--- src/common/jdp_pkg.sv ---
// constants, field layouts and state types of the jtag debug and id port
package jdp_pkg;
  // instruction register
  localparam int IR_W = 4;
  localparam logic [3:0] IR_EXTEST = 4'h0;
  localparam logic [3:0] IR_DEVICE_IDENTIFICATION = 4'h1;
  localparam logic [3:0] IR_USERCODE = 4'h2;
  localparam logic [3:0] IR_SAMPLE = 4'h3;
  localparam logic [3:0] IR_DEBUG = 4'h4;
  localparam logic [3:0] IR_BYPASS = 4'hF;
  localparam logic [3:0] IR_CAPTURE_VAL = 4'h1;
  // data register width and id field layout
  localparam int DR_W = 32;
  localparam int ID_VER_W = 4;
  localparam int ID_PART_W = 16;
  localparam int ID_MFR_W = 11;
  localparam logic ID_FIXED_LSB = 1'b1;
  // user code layout
  localparam int USR_UID_W = 10;
  localparam int USR_UNUSED_W = 6;
  localparam int USR_REV_W = 16;
  // security register bits
  localparam int SEC_W = 32;
  localparam int SEC_JTAG_OFF = 0;
  localparam int SEC_DEBUG_OFF = 14;
  localparam int SEC_UID_LSB = 22;
  localparam int SEC_UID_MSB = 31;
  // board-side reset hold times
  localparam int CLK_PERIOD_NS = 10;
  localparam int TRST_MIN_NS = 100;
  localparam int TRST_MIN_CYC = (TRST_MIN_NS + CLK_PERIOD_NS - 1) / CLK_PERIOD_NS;
  localparam int RST_MIN_NS = 100;
  localparam int RST_MIN_CYC = (RST_MIN_NS + CLK_PERIOD_NS - 1) / CLK_PERIOD_NS;
  // boot mode pins
  localparam int BM_W = 2;
  typedef enum logic [3:0] {
    TS_RESET = 4'h0, TS_IDLE = 4'h1, TS_SEL_DR = 4'h2, TS_CAP_DR = 4'h3,
    TS_SH_DR = 4'h4, TS_EX1_DR = 4'h5, TS_PA_DR = 4'h6, TS_EX2_DR = 4'h7,
    TS_UPD_DR = 4'h8, TS_SEL_IR = 4'h9, TS_CAP_IR = 4'hA, TS_SH_IR = 4'hB,
    TS_EX1_IR = 4'hC, TS_PA_IR = 4'hD, TS_EX2_IR = 4'hE, TS_UPD_IR = 4'hF
  } jdp_tap_state_t;
  typedef enum logic [1:0] {
    RS_HELD = 2'h0, RS_LOCK = 2'h1, RS_RUN = 2'h2
  } jdp_rst_state_t;
endpackage

--- src/common/jdp_tap_if.sv ---
// signals between the top and one tap controller
`timescale 1ns/100ps
interface jdp_tap_if;
  import jdp_pkg::*;
  logic tck_rise;
  logic tms;
  logic tdi;
  logic trst;
  jdp_tap_state_t state;
  logic [IR_W-1:0] ir;
  logic ir_out;
  logic capture_dr;
  logic shift_dr;
  logic update_dr;
  modport ctl (output tck_rise, tms, tdi, trst,
               input state, ir, ir_out, capture_dr, shift_dr, update_dr);
  modport tap (input tck_rise, tms, tdi, trst,
               output state, ir, ir_out, capture_dr, shift_dr, update_dr);
endinterface

--- src/verilog/jdp_tap.sv ---
// tap controller state machine and instruction register
`timescale 1ns/100ps
module jdp_tap
  import jdp_pkg::*;
(
  input wire logic clk,
  input wire logic rst,
  jdp_tap_if.tap t
);
  jdp_tap_state_t state, next_state;
  logic [IR_W-1:0] ir_sh, next_ir_sh;
  logic [IR_W-1:0] ir, next_ir;

  // state walk on each tck rising edge, test reset acts on the next clk edge without waiting for tck
  always_comb begin
    next_state = state;
    next_ir_sh = ir_sh;
    next_ir = ir;
    if (t.trst) begin
      next_state = TS_RESET;
      next_ir = IR_DEVICE_IDENTIFICATION;
    end else if (t.tck_rise) begin
      unique case (state)
        TS_RESET: next_state = t.tms ? TS_RESET : TS_IDLE;
        TS_IDLE: next_state = t.tms ? TS_SEL_DR : TS_IDLE;
        TS_SEL_DR: next_state = t.tms ? TS_SEL_IR : TS_CAP_DR;
        TS_CAP_DR: next_state = t.tms ? TS_EX1_DR : TS_SH_DR;
        TS_SH_DR: next_state = t.tms ? TS_EX1_DR : TS_SH_DR;
        TS_EX1_DR: next_state = t.tms ? TS_UPD_DR : TS_PA_DR;
        TS_PA_DR: next_state = t.tms ? TS_EX2_DR : TS_PA_DR;
        TS_EX2_DR: next_state = t.tms ? TS_UPD_DR : TS_SH_DR;
        TS_UPD_DR: next_state = t.tms ? TS_SEL_DR : TS_IDLE;
        TS_SEL_IR: next_state = t.tms ? TS_RESET : TS_CAP_IR;
        TS_CAP_IR: next_state = t.tms ? TS_EX1_IR : TS_SH_IR;
        TS_SH_IR: next_state = t.tms ? TS_EX1_IR : TS_SH_IR;
        TS_EX1_IR: next_state = t.tms ? TS_UPD_IR : TS_PA_IR;
        TS_PA_IR: next_state = t.tms ? TS_EX2_IR : TS_PA_IR;
        TS_EX2_IR: next_state = t.tms ? TS_UPD_IR : TS_SH_IR;
        TS_UPD_IR: next_state = t.tms ? TS_SEL_DR : TS_IDLE;
      endcase
      if (state == TS_RESET) begin
        next_ir = IR_DEVICE_IDENTIFICATION;
      end
      if (state == TS_CAP_IR) begin
        next_ir_sh = IR_CAPTURE_VAL;
      end
      if (state == TS_SH_IR) begin
        next_ir_sh = {t.tdi, ir_sh[IR_W-1:1]};
      end
      if (state == TS_UPD_IR) begin
        next_ir = ir_sh;
      end
    end
  end

  // state registers
  always_ff @(posedge clk) begin
    if (rst) begin
      state <= TS_RESET;
      ir_sh <= IR_CAPTURE_VAL;
      ir <= IR_DEVICE_IDENTIFICATION;
    end else begin
      state <= next_state;
      ir_sh <= next_ir_sh;
      ir <= next_ir;
    end
  end

  // strobes for the data registers held by the top
  assign t.state = state;
  assign t.ir = ir;
  assign t.ir_out = ir_sh[0];
  assign t.capture_dr = t.tck_rise && !t.trst && state == TS_CAP_DR;
  assign t.shift_dr = t.tck_rise && !t.trst && state == TS_SH_DR;
  assign t.update_dr = t.tck_rise && !t.trst && state == TS_UPD_DR;
endmodule // jdp_tap

--- src/verilog/jdp_top.sv ---
// jtag chain, id and user code, debug sync pin and global reset sequencing
// What this block does
// after reset, boundary and chip taps chained
// boundary tap scans the i/o pins
// chip tap reaches tile, switch and otp
// host holds test reset low 100 ns
// test reset low keeps jtag in reset
// debug pin floats until breakpoint, then low
// external low on debug pin enters debug
// software picks debug pin direction and use
// device_identification selects 32-bit id, lsb one
// usercode selects uid, unused, revision word
// uid from security bits 31:22
// global reset low acts at once; the code acts on the third clk edge, after the two-flop synchroniser
// after reset wait pll lock, then boot
// board holds global reset low 100 ns
// tap moves on tck, test reset asynchronous; the code passes test reset through the two-flop synchroniser to clk
// security bit 0 disables chip access
// id layout version, part, manufacturer, one
`timescale 1ns/100ps
module jdp_top
  import jdp_pkg::*;
#(
  parameter int BSR_W = 8,
  parameter logic [ID_VER_W-1:0] ID_VERSION = 4'h1, // arbitrary value
  parameter logic [ID_PART_W-1:0] ID_PART = 16'h5A5A, // arbitrary value
  parameter logic [ID_MFR_W-1:0] ID_MFR = 11'h155, // arbitrary value
  parameter logic [USR_REV_W-1:0] SI_REVISION = 16'h0001 // arbitrary value
) (
  input wire logic CLK,
  input wire logic RST,
  input wire logic TCK,
  input wire logic TMS,
  input wire logic TDI,
  input wire logic TRST_N,
  output logic TDO,
  output logic TDO_OE_N,
  input wire logic [SEC_W-1:0] SECURITY,
  input wire logic [BSR_W-1:0] PIN_IN,
  output logic [BSR_W-1:0] PIN_OUT,
  output logic EXTEST_ON,
  input wire logic [DR_W-1:0] DBG_RDATA,
  output logic [DR_W-1:0] DBG_WDATA,
  output logic DBG_WSTROBE,
  input wire logic DBG_PIN_EN,
  input wire logic DBG_PIN_DIR,
  input wire logic BREAKPOINT_HIT,
  input wire logic DEBUG_N_IN,
  output logic DEBUG_N_OUT,
  output logic DEBUG_N_OE_N,
  output logic DEBUG_ENTER,
  input wire logic RST_N,
  input wire logic PLL_LOCK,
  input wire logic [BM_W-1:0] BOOT_MODE,
  output logic CORE_RESET_N,
  output logic PLL_RELOCK,
  output logic BOOT_START,
  output logic [BM_W-1:0] BOOT_MODE_SEL
);
  localparam int SY_W = 7 + BM_W + BSR_W;
  localparam int DR_IW = $clog2(DR_W);
  localparam logic [SY_W-1:0] SY_IDLE = SY_W'(1) << (BM_W + BSR_W); // sync line idles high

  // two-flop synchronisers for every pin input
  logic [SY_W-1:0] sy1, sy2;
  logic tck_s, tms_s, tdi_s, trst_n_s, rst_n_s, pll_s, dbg_n_s, tck_d;
  logic [BM_W-1:0] bm_s;
  logic [BSR_W-1:0] pin_s;
  always_ff @(posedge CLK) begin
    if (RST) begin
      sy1 <= SY_IDLE;
      sy2 <= SY_IDLE;
      tck_d <= 1'b0;
    end else begin
      sy1 <= {TCK, TMS, TDI, TRST_N, RST_N, PLL_LOCK, DEBUG_N_IN, BOOT_MODE, PIN_IN};
      sy2 <= sy1;
      tck_d <= tck_s;
    end
  end
  assign {tck_s, tms_s, tdi_s, trst_n_s, rst_n_s, pll_s, dbg_n_s, bm_s, pin_s} = sy2;

  // tck edges and the two taps of the chain
  logic tck_rise, tck_fall, trst;
  assign tck_rise = tck_s && !tck_d;
  assign tck_fall = !tck_s && tck_d;
  assign trst = !trst_n_s;
  jdp_tap_if bt ();
  jdp_tap_if ct ();
  logic b_out, c_out;
  assign bt.tck_rise = tck_rise;
  assign bt.tms = tms_s;
  assign bt.tdi = tdi_s;
  assign bt.trst = trst;
  assign ct.tck_rise = tck_rise;
  assign ct.tms = tms_s;
  assign ct.tdi = b_out;
  assign ct.trst = trst;
  jdp_tap u_btap (
    .clk(CLK),
    .rst(RST),
    .t(bt)
  );
  jdp_tap u_ctap (
    .clk(CLK),
    .rst(RST),
    .t(ct)
  );

  // register contents and instruction decode
  logic [DR_W-1:0] id_word, usr_word;
  logic [IR_W-1:0] c_ir;
  logic secured;
  assign id_word = {ID_VERSION, ID_PART, ID_MFR, ID_FIXED_LSB};
  assign usr_word = {SECURITY[SEC_UID_MSB:SEC_UID_LSB], {USR_UNUSED_W{1'b0}}, SI_REVISION};
  assign secured = SECURITY[SEC_JTAG_OFF];
  assign c_ir = secured ? IR_BYPASS : ct.ir;

  // data registers of both taps
  logic [DR_W-1:0] b_dr, next_b_dr, c_dr, next_c_dr;
  logic [DR_IW-1:0] b_msb, c_msb;
  logic b_bsr;
  assign b_bsr = bt.ir == IR_SAMPLE || bt.ir == IR_EXTEST;
  always_comb begin
    b_msb = '0;
    if (bt.ir == IR_DEVICE_IDENTIFICATION) begin
      b_msb = DR_IW'(DR_W - 1);
    end else if (b_bsr) begin
      b_msb = DR_IW'(BSR_W - 1);
    end
    c_msb = '0;
    if (c_ir == IR_DEVICE_IDENTIFICATION || c_ir == IR_USERCODE || c_ir == IR_DEBUG) begin
      c_msb = DR_IW'(DR_W - 1);
    end
  end
  always_comb begin
    next_b_dr = b_dr;
    if (bt.capture_dr) begin
      next_b_dr = '0;
      if (bt.ir == IR_DEVICE_IDENTIFICATION) begin
        next_b_dr = id_word;
      end else if (b_bsr) begin
        next_b_dr = DR_W'(pin_s);
      end
    end else if (bt.shift_dr) begin
      next_b_dr = b_dr >> 1;
      next_b_dr[b_msb] = tdi_s;
    end
    next_c_dr = c_dr;
    if (ct.capture_dr) begin
      next_c_dr = '0;
      unique case (c_ir)
        IR_DEVICE_IDENTIFICATION: next_c_dr = id_word;
        IR_USERCODE: next_c_dr = usr_word;
        IR_DEBUG: next_c_dr = DBG_RDATA;
        default: next_c_dr = '0;
      endcase
    end else if (ct.shift_dr) begin
      next_c_dr = c_dr >> 1;
      next_c_dr[c_msb] = b_out;
    end
  end

  // serial outputs of each tap into the chain
  always_comb begin
    b_out = (bt.state == TS_SH_IR) ? bt.ir_out : b_dr[0];
    c_out = (ct.state == TS_SH_IR) ? ct.ir_out : c_dr[0];
  end

  // update side effects of both taps
  logic [BSR_W-1:0] next_pin_out;
  logic next_extest, next_wstrobe, next_tdo, next_tdo_oe_n;
  logic [DR_W-1:0] next_wdata;
  always_comb begin
    next_pin_out = PIN_OUT;
    next_extest = (bt.ir == IR_EXTEST) && !trst;
    next_wdata = DBG_WDATA;
    next_wstrobe = 1'b0;
    next_tdo = TDO;
    next_tdo_oe_n = TDO_OE_N;
    if (bt.update_dr && b_bsr) begin
      next_pin_out = b_dr[BSR_W-1:0];
    end
    if (ct.update_dr && c_ir == IR_DEBUG) begin
      next_wdata = c_dr;
      next_wstrobe = 1'b1;
    end
    if (trst) begin
      next_tdo_oe_n = 1'b1;
    end else if (tck_fall) begin
      next_tdo = c_out;
      next_tdo_oe_n = !(ct.state == TS_SH_DR || ct.state == TS_SH_IR);
    end
  end
  always_ff @(posedge CLK) begin
    if (RST) begin
      b_dr <= '0;
      c_dr <= '0;
      PIN_OUT <= '0;
      EXTEST_ON <= 1'b0;
      DBG_WDATA <= '0;
      DBG_WSTROBE <= 1'b0;
      TDO <= 1'b0;
      TDO_OE_N <= 1'b1;
    end else begin
      b_dr <= next_b_dr;
      c_dr <= next_c_dr;
      PIN_OUT <= next_pin_out;
      EXTEST_ON <= next_extest;
      DBG_WDATA <= next_wdata;
      DBG_WSTROBE <= next_wstrobe;
      TDO <= next_tdo;
      TDO_OE_N <= next_tdo_oe_n;
    end
  end

  // debug sync pin, direction and use set by software
  logic dbg_ok, next_dbg_oe_n, next_dbg_enter;
  always_comb begin
    dbg_ok = DBG_PIN_EN && !SECURITY[SEC_DEBUG_OFF];
    next_dbg_oe_n = !(dbg_ok && DBG_PIN_DIR && BREAKPOINT_HIT);
    next_dbg_enter = dbg_ok && !DBG_PIN_DIR && !dbg_n_s;
  end
  always_ff @(posedge CLK) begin
    if (RST) begin
      DEBUG_N_OUT <= 1'b0;
      DEBUG_N_OE_N <= 1'b1;
      DEBUG_ENTER <= 1'b0;
    end else begin
      DEBUG_N_OUT <= 1'b0;
      DEBUG_N_OE_N <= next_dbg_oe_n;
      DEBUG_ENTER <= next_dbg_enter;
    end
  end

  // global reset, pll relock, then boot
  jdp_rst_state_t rs, next_rs;
  logic [BM_W-1:0] next_bm_sel;
  always_comb begin
    next_rs = rs;
    next_bm_sel = BOOT_MODE_SEL;
    if (!rst_n_s) begin
      next_rs = RS_HELD;
    end else begin
      unique case (rs)
        RS_HELD: next_rs = RS_LOCK;
        RS_LOCK: begin
          if (pll_s) begin
            next_rs = RS_RUN;
            next_bm_sel = bm_s;
          end
        end
        RS_RUN: next_rs = RS_RUN;
        default: next_rs = RS_HELD;
      endcase
    end
  end
  always_ff @(posedge CLK) begin
    if (RST) begin
      rs <= RS_HELD;
      CORE_RESET_N <= 1'b0;
      PLL_RELOCK <= 1'b0;
      BOOT_START <= 1'b0;
      BOOT_MODE_SEL <= '0;
    end else begin
      rs <= next_rs;
      CORE_RESET_N <= next_rs == RS_RUN;
      PLL_RELOCK <= next_rs == RS_LOCK;
      BOOT_START <= next_rs == RS_RUN && rs == RS_LOCK;
      BOOT_MODE_SEL <= next_bm_sel;
    end
  end
endmodule // jdp_top

--- config.mk ---
export PLATFORM = sky130hd
export DESIGN_NAME = jdp_top
export DESIGN_NICKNAME = d
export VERILOG_FILES = /design/src/common/jdp_pkg.sv /design/src/common/jdp_tap_if.sv /design/src/verilog/jdp_tap.sv /design/src/verilog/jdp_top.sv
export SDC_FILE = /design/constraint.sdc
export NUM_CORES = 1
export LEC_CHECK = 0
export ABC_CLOCK_PERIOD_IN_PS = 6500
export BUFFER_PORTS_ARGS = -buffer_cell sky130_fd_sc_hd__buf_4
export CORE_ASPECT_RATIO = 1.5
export CORE_UTILIZATION = 60
export CTS_BUF_LIST = sky130_fd_sc_hd__clkbuf_4 sky130_fd_sc_hd__clkbuf_8
export CTS_CLUSTER_DIAMETER = 150
export DETAILED_ROUTE_END_ITERATION = 8
export PLACE_DENSITY = 0.95
export SKIP_LAST_GASP = 1
export SLEW_MARGIN = 20
export SYNTH_ARGS = -nofsm -noshare
export SYNTH_HDL_FRONTEND = slang
export SYNTH_HIERARCHICAL = 1
export SYNTH_SLANG_ARGS = --single-unit
--- constraint.sdc ---
create_clock -name CLK -period 6.5 [get_ports CLK]
set_clock_uncertainty 0.05 [all_clocks]
set_input_delay 1.3 -clock CLK [delete_from_list [all_inputs] [get_ports CLK]]
set_output_delay 1.3 -clock CLK [all_outputs]
set_load 0.01 [all_outputs]
==> qor.txt, run 1 <==
total gr overflow = 0
Ys Warns = 6
TNS Setup = 0 ns
worst path required time = 6.75 ns
Layout Nets = 970
post-synth top area cell = dfxtp_1
Crit path buffers/inverters = 2
initial antenna violation count = 0
die width = 92.8 um
syn nets = 897
Filler cells = 909
Gate Count Post-Synth = 811
Max Cap Viol = 0
drt drc = 0
total CTS buffers = 17
CP Max Fanout = 19
H-Tree Depth = 4
total wire length = 16.0 mm
Async SR Flop Fraction = 0%
Final Max Tran Viols = 0
Post-synth top flop = dfxtp_1
Root Buffer = clkbuf_8
drt wl/cell = 15.2 um
Antenna Nets Post-Route = 0
hold crit path type = flop to flop
row cnt = 49
Metal-1 WL = 6.41 mm
routed vias = 6016
period utilization = 44.0%
Ports = 138
Post-DP HPWL = 10.5 mm
CTS tree = done
critical path class = flop to flop
die area = 12800 um2
clock slew at reported path FFs = 0.09 ns
first-pass GRT wire length = 25.7 mm
Power Density = 226 nW/um2
DR iter-0 viols = 389
area share of the largest cell type after synthesis = 47.5%
GPL Wtd Cong = 0.823
crit path time final = 2.86 ns
n_diodes = 0
area delta synth->final = 14.9%
Vias/cell = 5.75
critical path's slowest cell = nand3_1
fin util = 70.9%
Final Hold Fails = 0
cells along the critical path = inv_1 -> nand2b_4 -> nor4b_1 -> nand3_1 -> buf_4 -> nand2_1 -> a21oi_1
outcome = completed
crit path DAT = 3.11 ns
main area contributors after synthesis = dfxtp_1, mux2i_1, a21oi_1
largest net degree at the start of global routing = 77
final worst slack = 3.64 ns
vias in the first global route = 5616
CTS Sinks = 176
measured slew at the worst slew-check pin = 0.932 ns
Pre-antenna DRT Iters = 6
max_slew headroom = 37.7%
hold_buf cts = 0
input/output buffers = 116
post-CTS sizing = 0
critical path's top delay family = simple AND/OR/NAND/NOR gates
die height = 138 um
endpoints failing setup = 0
crit-path max cell delay = 0.63 ns
Startpoint Class = flop
setup repair bufs after CTS = 0
wire length on met3 = 731 um
Tot GR Track Use = 24.8%
clock latency on the worst-skew pair = 0.45 ns
clk buf depth = 2
EDFF count, synth = 0
Avg Cell Area, Syn = 9.15 um2
fmax = 349 MHz
uppermost layer routed = met4
number of synthesized register bits = 176
Worst setup EP type = flop
Mapped Area = 7420 um2
layout cells sized above 1 = 20.7%
DP Worst Slack = 3.34 ns
RSZ-0062 raised after global routing = false
distinct cell type count after synthesis = 65
met2 WL = 8.45 mm
Initial Util = 61.7%
leakage power = 3.19 nW
maximum vdd drop = 0.205 mV
sequential share of the synthesized area = 47.5%
CORE AREA = 12000 um2
==> layout by cell type (no fill, tap or decap), types with 4 or more instances in the layout <==
| cell | synthesis | routed |
|---|---|---|
| nor3_1 | 26 | 24 |
| inv_1 | 8 | 8 |
| nand3_1 | 11 | 11 |
| buf_4 | 9 | 123 |
| mux2i_1 | 57 | 57 |
| nand2_1 | 81 | 81 |
| nor3b_1 | 6 | 6 |
| a211oi_1 | 26 | 26 |
| o221ai_1 | 6 | 6 |
| nor2_1 | 74 | 74 |
| a21oi_1 | 79 | 79 |
| nor2b_1 | 60 | 60 |
| a221oi_1 | 4 | 4 |
| a31oi_1 | 16 | 16 |
| clkbuf_8 | 2 | 18 |
| dfxtp_1 | 176 | 176 |
| a22oi_1 | 13 | 13 |
| nand2b_1 | 14 | 14 |
| o21ai_0 | 8 | 8 |
==> state kept, by name (all words and copies together), names as in the netlist, 2 cells and up <==
signal,cells
BOOT_MODE_SEL,2
b_dr,32
DBG_WDATA,32
u_ctap/ir_sh,4
u_ctap/t.state,4
PIN_OUT,8
u_btap/t.ir,4
sy1,17
sy2,17
c_dr,32
rs,2
u_btap/ir_sh,4
u_btap/t.state,4
u_ctap/t.ir,4
==> worst register-to-register path: cells and delay by family (launching register included) <==
family	cells	cell delay, ns
and+or+nand+nor	4	1.51
buffers and inverters	2	0.72
DFF	1	0.38
AOI/OAI and AO/OA	1	0.07
==> worst paths after layout <==
path,start,end,slack [ns],cells past startpoint
max,sy2[13]$_SDFF_PP0_,DBG_WDATA[17]$_SDFFE_PP0P_,3.64,7
min,sy2[10]$_SDFF_PP1_,DEBUG_ENTER$_SDFF_PP0_,0.34,1
max reg2reg,sy2[13]$_SDFF_PP0_,DBG_WDATA[17]$_SDFFE_PP0P_,3.64,7
min reg2reg,sy2[10]$_SDFF_PP1_,DEBUG_ENTER$_SDFF_PP0_,0.34,1
==> layer usage <==
layer  global-route usage, %  vias up
met5                       0        -
met4                    9.47        0
met3                    4.95       33
met2                    44.7      167
met1                    28.3     2853
li1                        -     2963
==> synth_stat cells, types with 5 or more instances <==
master / n
a211oi_1: 26
a21oi_1: 79
a22oi_1: 13
a31oi_1: 16
buf_2: 21
buf_4: 9
buf_6: 12
clkbuf_1: 21
dfxtp_1: 176
inv_1: 8
mux2i_1: 57
nand2_1: 81
nand2b_1: 14
nand3_1: 11
nor2_1: 74
nor2b_1: 60
nor3_1: 26
nor3b_1: 6
nor4b_1: 5
o21ai_0: 8
o221ai_1: 6
==> power by group <==
group          switching (mW)  total (mW)  leakage, nW  internal (mW)
clock                   0.372       0.761        0.201          0.388
sequential            0.00469        1.09         1.43           1.09
combinational          0.0329      0.0694         1.56         0.0365
total                   0.410        1.92         3.19           1.51
==> cell type report <==
class | count | area (um2) | share of cell area (%)
clock buffers | 19 | 255 | 3.00
clock inverters | 10 | 139 | 1.63
inverters | 8 | 30.0 | 0.352
multi-input cells | 558 | 3460 | 40.6
flip-flops and latches | 176 | 3520 | 41.4
well taps | 153 | 191 | 2.25
repair buffers | 123 | 923 | 10.8
==> logic make-up after synthesis <==
kind of cell	share of synthesized area (%)
and+or+nand+nor	22.4
AOI/OAI and AO/OA	15.6
muxes	8.00
DFF	47.5
buffers and inverters	6.19
xor gates and xnor gates	0.236
other	0.0506
==> through the flow <==
step	std cells	power (mW)	instance area (um2)	hold slack, ns
global route	1047	1.98	8520	0.364
floorplan	811	1.15	7420	0.322
CTS	1047	1.93	8520	0.341
global placement	1018	1.18	8130	0.323
finish	1047	1.92	8520	0.340
detailed placement	1018	1.19	8130	0.329
(Power assumes the default switching activity.)
==> run 2: changes to the inputs <==
--- a/config.mk
+++ b/config.mk
@@ -5,14 +5,15 @@
 export SDC_FILE = /design/constraint.sdc
 export NUM_CORES = 1
 export LEC_CHECK = 0
-export ABC_CLOCK_PERIOD_IN_PS = 6500
+export ABC_AREA = 1
+export ABC_CLOCK_PERIOD_IN_PS = 2900
 export BUFFER_PORTS_ARGS = -buffer_cell sky130_fd_sc_hd__buf_4
 export CORE_ASPECT_RATIO = 1.5
-export CORE_UTILIZATION = 60
+export CORE_UTILIZATION = 57
 export CTS_BUF_LIST = sky130_fd_sc_hd__clkbuf_4 sky130_fd_sc_hd__clkbuf_8
 export CTS_CLUSTER_DIAMETER = 150
 export DETAILED_ROUTE_END_ITERATION = 8
-export PLACE_DENSITY = 0.95
+export PLACE_DENSITY = 0.92
 export SKIP_LAST_GASP = 1
 export SLEW_MARGIN = 20
 export SYNTH_ARGS = -nofsm -noshare
==> constraint.sdc (replaced) <==
create_clock -name CLK -period 2.9 [get_ports CLK]
set_clock_uncertainty 0.05 [all_clocks]
set_input_delay 0.58 -clock CLK [delete_from_list [all_inputs] [get_ports CLK]]
set_output_delay 0.58 -clock CLK [all_outputs]
set_load 0.01 [all_outputs]
==> run 2 against run 1 <==
Effect of this change:
- global-route usage increased by 3.3 points
- core utilization decreased by 0.93 points
- register-to-register slack got worse by 3.0 ns
- wire length increased by 16%
==> qor.txt, run 2 <==
critical path's top delay family = buffers and inverters
critical path's slowest cell = dfxtp_1
RR Endpoint = b_dr[4]$_SDFFE_PP0P_
crit-path max cell delay = 0.31 ns
critical path class = flop to flop
Tot GR Track Use = 28.1%
H-Tree Depth = 4
Antenna Nets Post-Route = 0
GPL Wtd Cong = 0.839
Worst setup EP type = flop
measured slew at the worst slew-check pin = 0.692 ns
Vias/cell = 5.48
post-route design area = 8750 um2
TNS Setup = 0 ns
RSZ-0062 raised after global routing = false
post-CTS sizing = 0
Final Max Tran Viols = 0
crit path time final = 2.29 ns
Final Hold Fails = 0
hold_buf cts = 0
drt drc = 0
EDFF count, synth = 0
Gate Count Post-Synth = 1026
Avg Cell Area, Syn = 7.16 um2
die height = 141 um
syn nets = 1112
Crit path buffers/inverters = 7
die width = 94.7 um
Reg2Reg Setup Slack = 0.61 ns
Root Buffer = clkbuf_8
largest net degree at the start of global routing = 73
hold crit path type = input pin to flop
Async SR Flop Fraction = 0%
max_slew headroom = 53.9%
Seq pwr share = 55.7%
Startpoint Class = flop
fmax = 437 MHz
Filler cells = 961
Most common cell on crit path = inv_1
Switch Pwr = 935 uW
internal power = 3.46 mW
setup repair bufs after CTS = 0
worst path required time = 3.20 ns
FF/Latch Area = 3520 um2
endpoints failing setup = 0
Ports = 138
vias in the first global route = 6736
post-synth top area cell = dfxtp_1
Layout Cells excl Fill = 1303
row cnt = 50
CTS Sinks = 176
most frequent cells in the layout = nand2_1, dfxtp_1, nor2_1
CP Depth = 13
Post-synth top flop = dfxtp_1
total CTS buffers = 17
Layout Nets = 1222
crit path DAT = 2.59 ns
largest registers = DBG_WDATA: 32 flops, b_dr: 32 flops, c_dr: 32 flops
clock latency on the worst-skew pair = 0.46 ns
Reg2Reg Depth = 13
Placed Area = 8340 um2
area delta synth->final = 19.2%
clock slew at reported path FFs = 0.08 ns
outcome = completed
Post-DP HPWL = 12.3 mm
main area contributors after synthesis = dfxtp_1, nand2_1, nor2_1
R2R Path Start = sy2[16]$_SDFF_PP0_
Initial Util = 58.7%
CORE AREA = 12500 um2
maximum vdd drop = 0.375 mV
sequential share of the synthesized area = 48.0%
distinct cell type count after synthesis = 38
Pre-antenna DRT Iters = 6
period utilization = 79.0%
n_diodes = 0
Sw Ratio = 21.3%
initial antenna violation count = 0
CTS tree = done
crit path to = b_dr[4]$_SDFFE_PP0P_
Mapped Area = 7350 um2
input/output buffers = 116
clock network power share = 40.5%
routed vias = 7146
layout cells sized above 1 = 18.5%
Max Cap Viol = 0
Logic pwr share = 3.8%
CP Launch Point = sy2[16]$_SDFF_PP0_
most numerous cell in the Yosys netlist = nand2_1
total gr overflow = 0
commonest cells in the netlist = nand2_1, dfxtp_1, nor2_1
footprint of the multi-input gates = 3170 um2
number of synthesized register bits = 176
CP Max Fanout = 12
drt wl/cell = 14.2 um
Inst Count DP = 1273
most common cell after layout, fill and taps aside = nand2_1
cells along the critical path = inv_1 -> nor2_1 -> inv_1 -> nor2_1 -> inv_1 -> nor3_1 -> buf_4 -> inv_1 -> nor2_1 -> buf_4 -> inv_1 -> o221ai_1 -> nor2_1
Ys Warns = 6
clk buf depth = 2
Power Density = 502 nW/um2
die area = 13400 um2
area share of the largest cell type after synthesis = 48.0%
first-pass GRT wire length = 29.6 mm
DR iter-0 viols = 405
total wire length = 18.4 mm
leakage power = 4.00 nW
run 2: kinds of logic (layout without fill, tap and decap cells):
| kind of cell | after synthesis | after routing | synth area share (%) |
|---|---|---|---|
| flip-flops | 176 | 176 | 48.0 |
| other | 1 | 1 | 0.0510 |
| AND/OR/NAND/NOR | 465 | 465 | 26.5 |
| buffers and inverters | 149 | 270 | 8.87 |
| AO/OA/AOI/OAI | 235 | 235 | 16.7 |
run 2: worst register-to-register path, stage by stage (launching register included):
cell and delay, ns:
dfxtp_1 0.31, inv_1 0.05, nor2_1 0.21, inv_1 0.17, nor2_1 0.18, inv_1 0.09, nor3_1 0.17, buf_4 0.24
inv_1 0.11, nor2_1 0.13, buf_4 0.18, inv_1 0.07, o221ai_1 0.16, nor2_1 0.07
run 2: how the worst min path moves through the flow:
stage | startpoint | endpoint | slack [ns] | cells past startpoint
after floorplan | sy2[10]$_SDFF_PP1_ | DEBUG_ENTER$_SDFF_PP0_ | 0.32 | 1
after global placement | sy2[10]$_SDFF_PP1_ | DEBUG_ENTER$_SDFF_PP0_ | 0.34 | 1
after detailed placement | sy2[10]$_SDFF_PP1_ | DEBUG_ENTER$_SDFF_PP0_ | 0.34 | 1
after CTS | DBG_PIN_DIR | DEBUG_ENTER$_SDFF_PP0_ | 0.21 | 2
after global routing | DBG_PIN_DIR | DEBUG_ENTER$_SDFF_PP0_ | 0.22 | 2
final | DBG_PIN_DIR | DEBUG_ENTER$_SDFF_PP0_ | 0.24 | 2
run 2: layer usage:
| metal | wire (um) | vias up | track usage [%] |
|---|---|---|---|
| met4 | 1050 | 0 | 18.9 |
| met3 | 1220 | 83 | 6.58 |
| met5 | 0 | - | 0 |
| met1 | 6830 | 3211 | 29.5 |
| li1 | - | 3524 | - |
| met2 | 9350 | 328 | 48.8 |
run 2: area by class of cell:
cell class / instances / area share, %
inverter: 103 / 4.44
tap: 156 / 2.23
clock buffer: 22 / 3.32
sequential: 176 / 40.2
clock inverter: 8 / 1.47
multi-input combinational: 701 / 36.3
timing repair buffer: 137 / 12.0
run 2: metrics by stage:
stage / utilization [%] / hold WS (ns) / total power [mW] / setup WS (ns)
CTS: 70.0 / 0.214 / 4.41 / 0.630
detailed placement: 66.6 / 0.340 / 2.67 / 0.668
floorplan: - / 0.322 / 2.57 / 0.599
global route: 70.0 / 0.217 / 4.53 / 0.331
finish: 70.0 / 0.240 / 4.39 / 0.609
global placement: 66.6 / 0.335 / 2.66 / 0.688
run 2: power by group through the flow:
stage	Sequential (mW)	Clock, mW	Combinational [mW]
finish	2.45	1.78	0.167
global route	2.45	1.89	0.183
CTS	2.45	1.79	0.166
detailed placement	2.50	0	0.164
global placement	2.50	0	0.162
floorplan	2.50	0	0.0736
